[src/cst_defs.svh]
// Register map, field positions, reset values and codes of the calibration control block
`ifndef CST_DEFS_SVH
`define CST_DEFS_SVH

// ==========================================================
// Register addresses
`define CST_ADDR_STATE_FLAGS 8'h6A
`define CST_ADDR_PIN_SETUP 8'h6B
`define CST_ADDR_SOFT_TRIG 8'h6C
`define CST_ADDR_CAL_CONTROL 8'h70
`define CST_ADDR_EVT_STATUS 8'h71
`define CST_ADDR_EVT_CLEAR 8'h72
`define CST_ADDR_EVT_ENABLE 8'h73

// ==========================================================
// Field positions
`define CST_FLAG_FG_BIT 0
`define CST_FLAG_HALT_BIT 1
`define CST_FLAG_CODE_LSB 2
`define CST_FLAG_CODE_MSB 4
`define CST_PIN_TRIG_SEL_BIT 0
`define CST_PIN_SRC_LSB 1
`define CST_PIN_SRC_MSB 2
`define CST_SOFT_TRIG_BIT 0
`define CST_CTRL_CAL_EN_BIT 0
`define CST_CTRL_BG_EN_BIT 1
`define CST_CTRL_LOWPOWER_TRIGGER_MODE_BIT 2

// ==========================================================
// Widths and codes
`define CST_EVT_W 3
`define CST_EVT_FG 0
`define CST_EVT_HALT 1
`define CST_EVT_ALARM 2
`define CST_SRC_FG 2'h0
`define CST_SRC_HALT 2'h1
`define CST_SRC_ALARM 2'h2
`define CST_SRC_LOW 2'h3

// ==========================================================
// Reset values
`define CST_RST_CODE 3'h0
`define CST_RST_SOFT_TRIG 1'h1
`define CST_RST_CAL_EN 1'h1
`define CST_RST_SYNC 1'h1
`define CST_RST_BYTE 8'h00
`define CST_RST_EVT 3'h0
`define CST_RST_LOW 1'h0

`endif

[src/cst_pkg.sv]
// Types shared by the calibration control block
package cst_pkg;

    typedef enum logic [1:0] {
        CST_SRC_FG_E = 2'h0,
        CST_SRC_HALT_E = 2'h1,
        CST_SRC_ALARM_E = 2'h2,
        CST_SRC_LOW_E = 2'h3
    } cst_src_sel_t;

    typedef struct packed {
        logic [7:0] addr;
        logic [7:0] wdata;
        logic wr;
        logic rd;
    } cst_bus_req_t;

    typedef struct packed {
        logic foreground_complete_flag_evt;
        logic fg_skip_evt;
        logic bg_stop_evt;
        logic cal_resume_evt;
        logic [2:0] cal_code;
        logic alarm;
    } cst_engine_in_t;

    typedef struct packed {
        logic s1;
        logic s2;
    } cst_sync_t;

    typedef struct packed {
        logic foreground_complete_flag;
        logic bg_halt;
        logic [2:0] code;
        logic trig_sel;
        cst_src_sel_t src_sel;
        logic soft_trig;
        logic cal_en;
        logic bg_en;
        logic lowpower_trigger_mode;
        logic [2:0] evt_stat;
        logic [2:0] evt_en;
        logic alarm_d;
        logic cal_trig;
        logic stat_pin;
        logic wake;
        logic irq;
        logic [7:0] rdata;
    } cst_state_t;

endpackage

[src/cst_trig_sync.sv]
// Two-stage synchroniser for the hardware trigger pin
`timescale 1ns/1ps
`include "cst_defs.svh"

module cst_trig_sync
    import cst_pkg::*;
(
    input wire logic i_core_clk,
    input wire logic i_rst,
    input wire logic i_async,
    output logic o_sync
);

    cst_sync_t st_r;
    cst_sync_t st_nxt;

    // ==========================================================
    // Stage chain, first stage feeds only the second
    always_comb
    begin
        st_nxt.s1 = i_async;
        st_nxt.s2 = st_r.s1;
    end

    always_ff @(posedge i_core_clk or posedge i_rst)
    begin
        if (i_rst)
        begin
            st_r.s1 <= `CST_RST_SYNC;
            st_r.s2 <= `CST_RST_SYNC;
        end
        else
        begin
            st_r <= st_nxt;
        end
    end

    assign o_sync = st_r.s2;

endmodule

[src/cst_calib_ctrl.sv]
// Calibration status, status pin routing and calibration trigger selection
`timescale 1ns/1ps
`include "cst_defs.svh"

module cst_calib_ctrl
    import cst_pkg::*;
(
    input wire logic i_core_clk,
    input wire logic i_rst,
    input wire cst_bus_req_t i_bus,
    output logic [7:0] o_rdata,
    input wire cst_engine_in_t i_engine,
    input wire logic i_hardware_trigger_pin,
    output logic o_status_output_pin,
    output logic o_cal_trigger,
    output logic o_core_wake,
    output logic o_cal_hold_rst,
    output logic o_div_rst,
    output logic o_irq
);

    cst_state_t st_r;
    cst_state_t st_nxt;
    logic hw_trig_sync;
    logic [2:0] evt_set;
    logic [2:0] evt_clr;
    logic halt_set;
    logic fg_set;

    // ==========================================================
    // Helpers
    function automatic logic hit(input logic [7:0] a, input logic [7:0] t);
        hit = (a == t);
    endfunction

    function automatic logic src_mux(input cst_src_sel_t sel, input logic fg,
                                     input logic halt, input logic alarm);
        case (sel)
            CST_SRC_FG_E: src_mux = fg;
            CST_SRC_HALT_E: src_mux = halt;
            CST_SRC_ALARM_E: src_mux = alarm;
            CST_SRC_LOW_E: src_mux = 1'h0;
            default: src_mux = 1'h0;
        endcase
    endfunction

    // ==========================================================
    // Hardware trigger synchroniser
    cst_trig_sync u_trig_sync (
        .i_core_clk(i_core_clk),
        .i_rst(i_rst),
        .i_async(i_hardware_trigger_pin),
        .o_sync(hw_trig_sync)
    );

    // ==========================================================
    // Next state
    always_comb
    begin
        st_nxt = st_r;
        // Flags
        fg_set = i_engine.foreground_complete_flag_evt | i_engine.fg_skip_evt;
        halt_set = i_engine.bg_stop_evt | (~st_r.bg_en & fg_set);
        if (fg_set)
        begin
            st_nxt.foreground_complete_flag = 1'h1;
        end
        else if (!st_r.cal_en)
        begin
            st_nxt.foreground_complete_flag = 1'h0;
        end
        if (halt_set)
        begin
            st_nxt.bg_halt = 1'h1;
        end
        else if (i_engine.cal_resume_evt || !st_r.cal_en)
        begin
            st_nxt.bg_halt = 1'h0;
        end
        st_nxt.code = st_r.cal_en ? i_engine.cal_code : `CST_RST_CODE;
        st_nxt.alarm_d = i_engine.alarm;
        // Register writes
        evt_clr = `CST_RST_EVT;
        if (i_bus.wr)
        begin
            if (hit(i_bus.addr, `CST_ADDR_PIN_SETUP))
            begin
                st_nxt.trig_sel = i_bus.wdata[`CST_PIN_TRIG_SEL_BIT];
                st_nxt.src_sel = cst_src_sel_t'(i_bus.wdata[`CST_PIN_SRC_MSB:`CST_PIN_SRC_LSB]);
            end
            if (hit(i_bus.addr, `CST_ADDR_SOFT_TRIG))
            begin
                st_nxt.soft_trig = i_bus.wdata[`CST_SOFT_TRIG_BIT];
            end
            if (hit(i_bus.addr, `CST_ADDR_CAL_CONTROL))
            begin
                st_nxt.cal_en = i_bus.wdata[`CST_CTRL_CAL_EN_BIT];
                st_nxt.bg_en = i_bus.wdata[`CST_CTRL_BG_EN_BIT];
                st_nxt.lowpower_trigger_mode = i_bus.wdata[`CST_CTRL_LOWPOWER_TRIGGER_MODE_BIT];
            end
            if (hit(i_bus.addr, `CST_ADDR_EVT_CLEAR))
            begin
                evt_clr = i_bus.wdata[`CST_EVT_W-1:0];
            end
            if (hit(i_bus.addr, `CST_ADDR_EVT_ENABLE))
            begin
                st_nxt.evt_en = i_bus.wdata[`CST_EVT_W-1:0];
            end
        end
        // Events, a new event wins over a clear
        evt_set = `CST_RST_EVT;
        evt_set[`CST_EVT_FG] = ~st_r.foreground_complete_flag & st_nxt.foreground_complete_flag;
        evt_set[`CST_EVT_HALT] = ~st_r.bg_halt & st_nxt.bg_halt;
        evt_set[`CST_EVT_ALARM] = ~st_r.alarm_d & st_nxt.alarm_d;
        for (int i = 0; i < `CST_EVT_W; i++)
        begin
            st_nxt.evt_stat[i] = evt_set[i] | (st_r.evt_stat[i] & ~evt_clr[i]);
        end
        st_nxt.irq = |(st_nxt.evt_stat & st_nxt.evt_en);
        // Trigger and pin
        st_nxt.cal_trig = st_nxt.trig_sel ? hw_trig_sync : st_nxt.soft_trig;
        st_nxt.wake = st_nxt.lowpower_trigger_mode & ~st_nxt.cal_trig;
        st_nxt.stat_pin = src_mux(st_nxt.src_sel, st_nxt.foreground_complete_flag, st_nxt.bg_halt,
                                  st_nxt.alarm_d);
        // Read data, valid in the cycle after the strobe only
        st_nxt.rdata = `CST_RST_BYTE;
        if (i_bus.rd)
        begin
            if (hit(i_bus.addr, `CST_ADDR_STATE_FLAGS))
            begin
                st_nxt.rdata[`CST_FLAG_FG_BIT] = st_r.foreground_complete_flag;
                st_nxt.rdata[`CST_FLAG_HALT_BIT] = st_r.bg_halt;
                st_nxt.rdata[`CST_FLAG_CODE_MSB:`CST_FLAG_CODE_LSB] = st_r.code;
            end
            if (hit(i_bus.addr, `CST_ADDR_PIN_SETUP))
            begin
                st_nxt.rdata[`CST_PIN_TRIG_SEL_BIT] = st_r.trig_sel;
                st_nxt.rdata[`CST_PIN_SRC_MSB:`CST_PIN_SRC_LSB] = st_r.src_sel;
            end
            if (hit(i_bus.addr, `CST_ADDR_SOFT_TRIG))
            begin
                st_nxt.rdata[`CST_SOFT_TRIG_BIT] = st_r.soft_trig;
            end
            if (hit(i_bus.addr, `CST_ADDR_CAL_CONTROL))
            begin
                st_nxt.rdata[`CST_CTRL_CAL_EN_BIT] = st_r.cal_en;
                st_nxt.rdata[`CST_CTRL_BG_EN_BIT] = st_r.bg_en;
                st_nxt.rdata[`CST_CTRL_LOWPOWER_TRIGGER_MODE_BIT] = st_r.lowpower_trigger_mode;
            end
            if (hit(i_bus.addr, `CST_ADDR_EVT_STATUS))
            begin
                st_nxt.rdata[`CST_EVT_W-1:0] = st_r.evt_stat;
            end
            if (hit(i_bus.addr, `CST_ADDR_EVT_ENABLE))
            begin
                st_nxt.rdata[`CST_EVT_W-1:0] = st_r.evt_en;
            end
        end
    end

    // ==========================================================
    // State register
    always_ff @(posedge i_core_clk or posedge i_rst)
    begin
        if (i_rst)
        begin
            st_r.foreground_complete_flag <= `CST_RST_LOW;
            st_r.bg_halt <= `CST_RST_LOW;
            st_r.code <= `CST_RST_CODE;
            st_r.trig_sel <= `CST_RST_LOW;
            st_r.src_sel <= CST_SRC_FG_E;
            st_r.soft_trig <= `CST_RST_SOFT_TRIG;
            st_r.cal_en <= `CST_RST_CAL_EN;
            st_r.bg_en <= `CST_RST_LOW;
            st_r.lowpower_trigger_mode <= `CST_RST_LOW;
            st_r.evt_stat <= `CST_RST_EVT;
            st_r.evt_en <= `CST_RST_EVT;
            st_r.alarm_d <= `CST_RST_LOW;
            st_r.cal_trig <= `CST_RST_SOFT_TRIG;
            st_r.stat_pin <= `CST_RST_LOW;
            st_r.wake <= `CST_RST_LOW;
            st_r.irq <= `CST_RST_LOW;
            st_r.rdata <= `CST_RST_BYTE;
        end
        else
        begin
            st_r <= st_nxt;
        end
    end

    // ==========================================================
    // Outputs
    assign o_rdata = st_r.rdata;
    assign o_status_output_pin = st_r.stat_pin;
    assign o_cal_trigger = st_r.cal_trig;
    assign o_core_wake = st_r.wake;
    assign o_cal_hold_rst = ~st_r.cal_en;
    assign o_div_rst = ~st_r.cal_en;
    assign o_irq = st_r.irq;
endmodule

[config.mk]
export PLATFORM = sky130hd
export DESIGN_NAME = cst_calib_ctrl
export DESIGN_NICKNAME = d
export VERILOG_FILES = /design/src/cst_pkg.sv /design/src/cst_trig_sync.sv /design/src/cst_calib_ctrl.sv
export VERILOG_INCLUDE_DIRS = /design/src /design/src/src
export SDC_FILE = /design/constraint.sdc
export NUM_CORES = 1
export LEC_CHECK = 0
export ABC_AREA = 1
export BUFFER_PORTS_ARGS = -buffer_cell sky130_fd_sc_hd__buf_2
export CORE_ASPECT_RATIO = 1.5
export CORE_MARGIN = 2
export CORE_UTILIZATION = 56
export DETAILED_ROUTE_END_ITERATION = 8
export GPL_ROUTABILITY_DRIVEN = 1
export PLACE_DENSITY = 0.84
export RECOVER_POWER = 50
export SETUP_SLACK_MARGIN = 0.4
export SYNTH_ARGS = -nofsm -noshare
export SYNTH_HDL_FRONTEND = slang
export SYNTH_SLANG_ARGS = --single-unit
[constraint.sdc]
create_clock -name i_core_clk -period 3.45 [get_ports i_core_clk]
set_input_delay 0.69 -clock i_core_clk [delete_from_list [all_inputs] [get_ports i_core_clk]]
set_output_delay 0.69 -clock i_core_clk [all_outputs]
set_load 0.02 [all_outputs]
==> metrics.txt <==
status=complete, no violations; vias in the first global route=1,274; Hold Vio Cnt, Final=0; Yosys top cell area share=39.1%; via count=1,335; Hold Buf Count CTS=0; most common library cell in the layout ignoring fill and taps=nand2_1; Port Buffers=34; post-synthesis sequential area ratio=47.3%; global-route track usage on met2=34.2%; maximum capacitance violations=0; IO Count=43; # DRC=0; Num Clock Sinks=30; first-pass GRT wire length=5180 um; Placer Congestion=0.864; Placed Cells=273; Max Fclk=~0.53 GHz; CP required=2.76 ns; worst skew pair latency=0.28 ns; P per Cell Area=between 400 and 500 mW/mm^2; Mapped Area=approximately 0.0016 mm^2; antenna violations before repair=0; Max stage delay on crit path=0.61 ns; area delta synth->final=13.6%; CTS root buffer=clkbuf_8; clock period minus worst slack=1.89 ns; post-CTS setup buffers=0; Die Area=0.00331 mm^2; H-tree depth=2; Leak=1.01 nW; Layout Nets=between 200 and 300; Yosys top cell by area=dfrtp_1; Setup Skew=0.00508 ns; Worst-path clk slew=0.06 ns; HP Class=reg2reg; filler cell count=roughly 270; Inserted Diodes=0; Core Area=0.00271 mm^2; GRT Total Usage=21.7%; Critical Path Start Type=flip-flop; final setup fails=0; peak supply drop=0.349 mV; M1 GR Usage=between 20% and 30%; share of layout cells above drive strength 1=23.0%; yosys warns=0; CTS tree=yes; Detailed Routing Iterations Pass 1=4; post-synthesis register bit count=30; fin util=67.2%; Slew @ Worst Pin=around 1.0 ns; Setup crit end kind=primary output; Post-CTS Resized=0; unrepaired setup endpoints after global routing=false; Relative slew margins=approximately 33%; Congestion Overflow GR=0; CP arrival=1.20 ns; pin count of the biggest net entering global routing=29; Synth area leaders=dfrtp_1, nand2_1, inv_1, dfstp_2, nand3_1; First DRT Iteration DRCs=40; WL/cell=10.8 um; max-slew violation count=0; Detail Route Antenna Nets=0; Die W=47.6 um; most frequent cells in the layout=nand2_1, inv_1, buf_2; initial core utilization=59.2%; critical path type=reg2out; Non-Filler Instances=280; DIE HEIGHT=approximately 70 um; Final TNS setup=0 ns; DR vias/cell=4.77; Unique masters post-synth=24; Rows=23; Mean Syn Cell Area=7.66 um^2; drt total wl=3030 um; maximum net fanout on the critical path=6; post-synthesis cell count=between 200 and 250; GR Util met3=6.25%; CTS buffer count=5; Clock Tree Buf Depth=2; slowest CP cell=dfstp_1; crit path cell chain=inv_1 -> buf_2; busiest layer in global routing=met2; Tcrit/Tclk final=between 50 and 60%; post-DP HPWL=2400 um
==> worst max-delay path, delay by kind of cell, from the launching register on <==
family                 cells  cell delay [ns]
buffers and inverters      2             0.31
DFF                        1             0.61
==> cell type report <==
| cell class | count | area, um^2 | share of cell area (%) |
|---|---|---|---|
| Sequential cell | 30 | 757 | 41.6 |
| Multi-Input combinational cell | 132 | 606 | 33.3 |
| Timing Repair Buffer | 35 | 174 | 9.57 |
| Inverter | 39 | 149 | 8.19 |
| Clock buffer | 7 | 86.3 | 4.75 |
| Tap cell | 37 | 46.3 | 2.55 |
==> flip-flops by register name (all words and copies together) (netlist names) <==
register             count
u_trig_sync.st_nxt       1
o_rdata                  5
st_r                    19
o_cal_trigger            1
o_status_output_pin      1
o_irq                    1
u_trig_sync.o_sync       1
o_core_wake              1
==> final timing paths <==
path,startpoint,end,slack [ns],depth (start not counted)
max,st_r[21]$_DFFE_PP1P_,o_cal_hold_rst,1.56,2
min,u_trig_sync.st_nxt[0]$_DFF_PP1_,u_trig_sync.o_sync$_DFF_PP1_,0.36,0
min in group asynchronous,i_rst,st_r[13]$_DFF_PP0_,0.64,2
max in group asynchronous,i_rst,o_cal_trigger$_DFF_PP1_,2.09,3
min reg2reg,u_trig_sync.st_nxt[0]$_DFF_PP1_,u_trig_sync.o_sync$_DFF_PP1_,0.36,0
max reg2reg,st_r[21]$_DFFE_PP1P_,o_irq$_DFF_PP0_,1.99,6
==> synthesized netlist by cell type <==
master     n
inv_1     37
o21ai_2    1
o21ai_1    2
nand3b_1   1
or2_2      1
nand4_4    1
nand2_1   64
o21bai_1   1
a31oi_1    1
a21oi_1    1
dfrtp_1   25
nor2_2     2
nand2_2    7
nand4_1    3
conb_1     1
nand3_2    2
buf_4     10
clkinv_4   1
o21ai_0    6
dfstp_2    5
nor2_1    15
nand3_1   19
clkinv_2   1
nor2_4     2
==> report_power, final <==
group	leakage, nW	switching [mW]	internal, mW
clock network	0.0443	0.122	0.158
logic	0.592	0.0548	0.0268
registers	0.370	0.00621	0.368
total	1.01	0.183	0.552
==> logic make-up after synthesis <==
family	after synthesis	synth area share, %
AO/OA/AOI/OAI	12	4.22
buffers and inverters	49	14.2
flip-flops	30	47.3
other	1	0.234
AND/OR/NAND/NOR	117	34.0
==> per-layer routing <==
layer	routed length (um)	part of all wire (%)
met1	1230	41
met2	1530	50
met3	193	6.4
met4	76	2.5
met5	0	0
==> through the flow <==
stage                     setup WS [ns]  instance area [um^2]  hold slack, ns  total power, mW
after detailed placement           1.63                  1760           0.347            0.464
after global placement             1.64                  1760           0.346            0.462
after floorplan                    1.87                  1610           0.345            0.434
after CTS                          1.62                  1840           0.356            0.744
after global routing               1.50                  1820           0.364            0.770
final                              1.56                  1820           0.355            0.736
(Power assumes the default switching activity.)
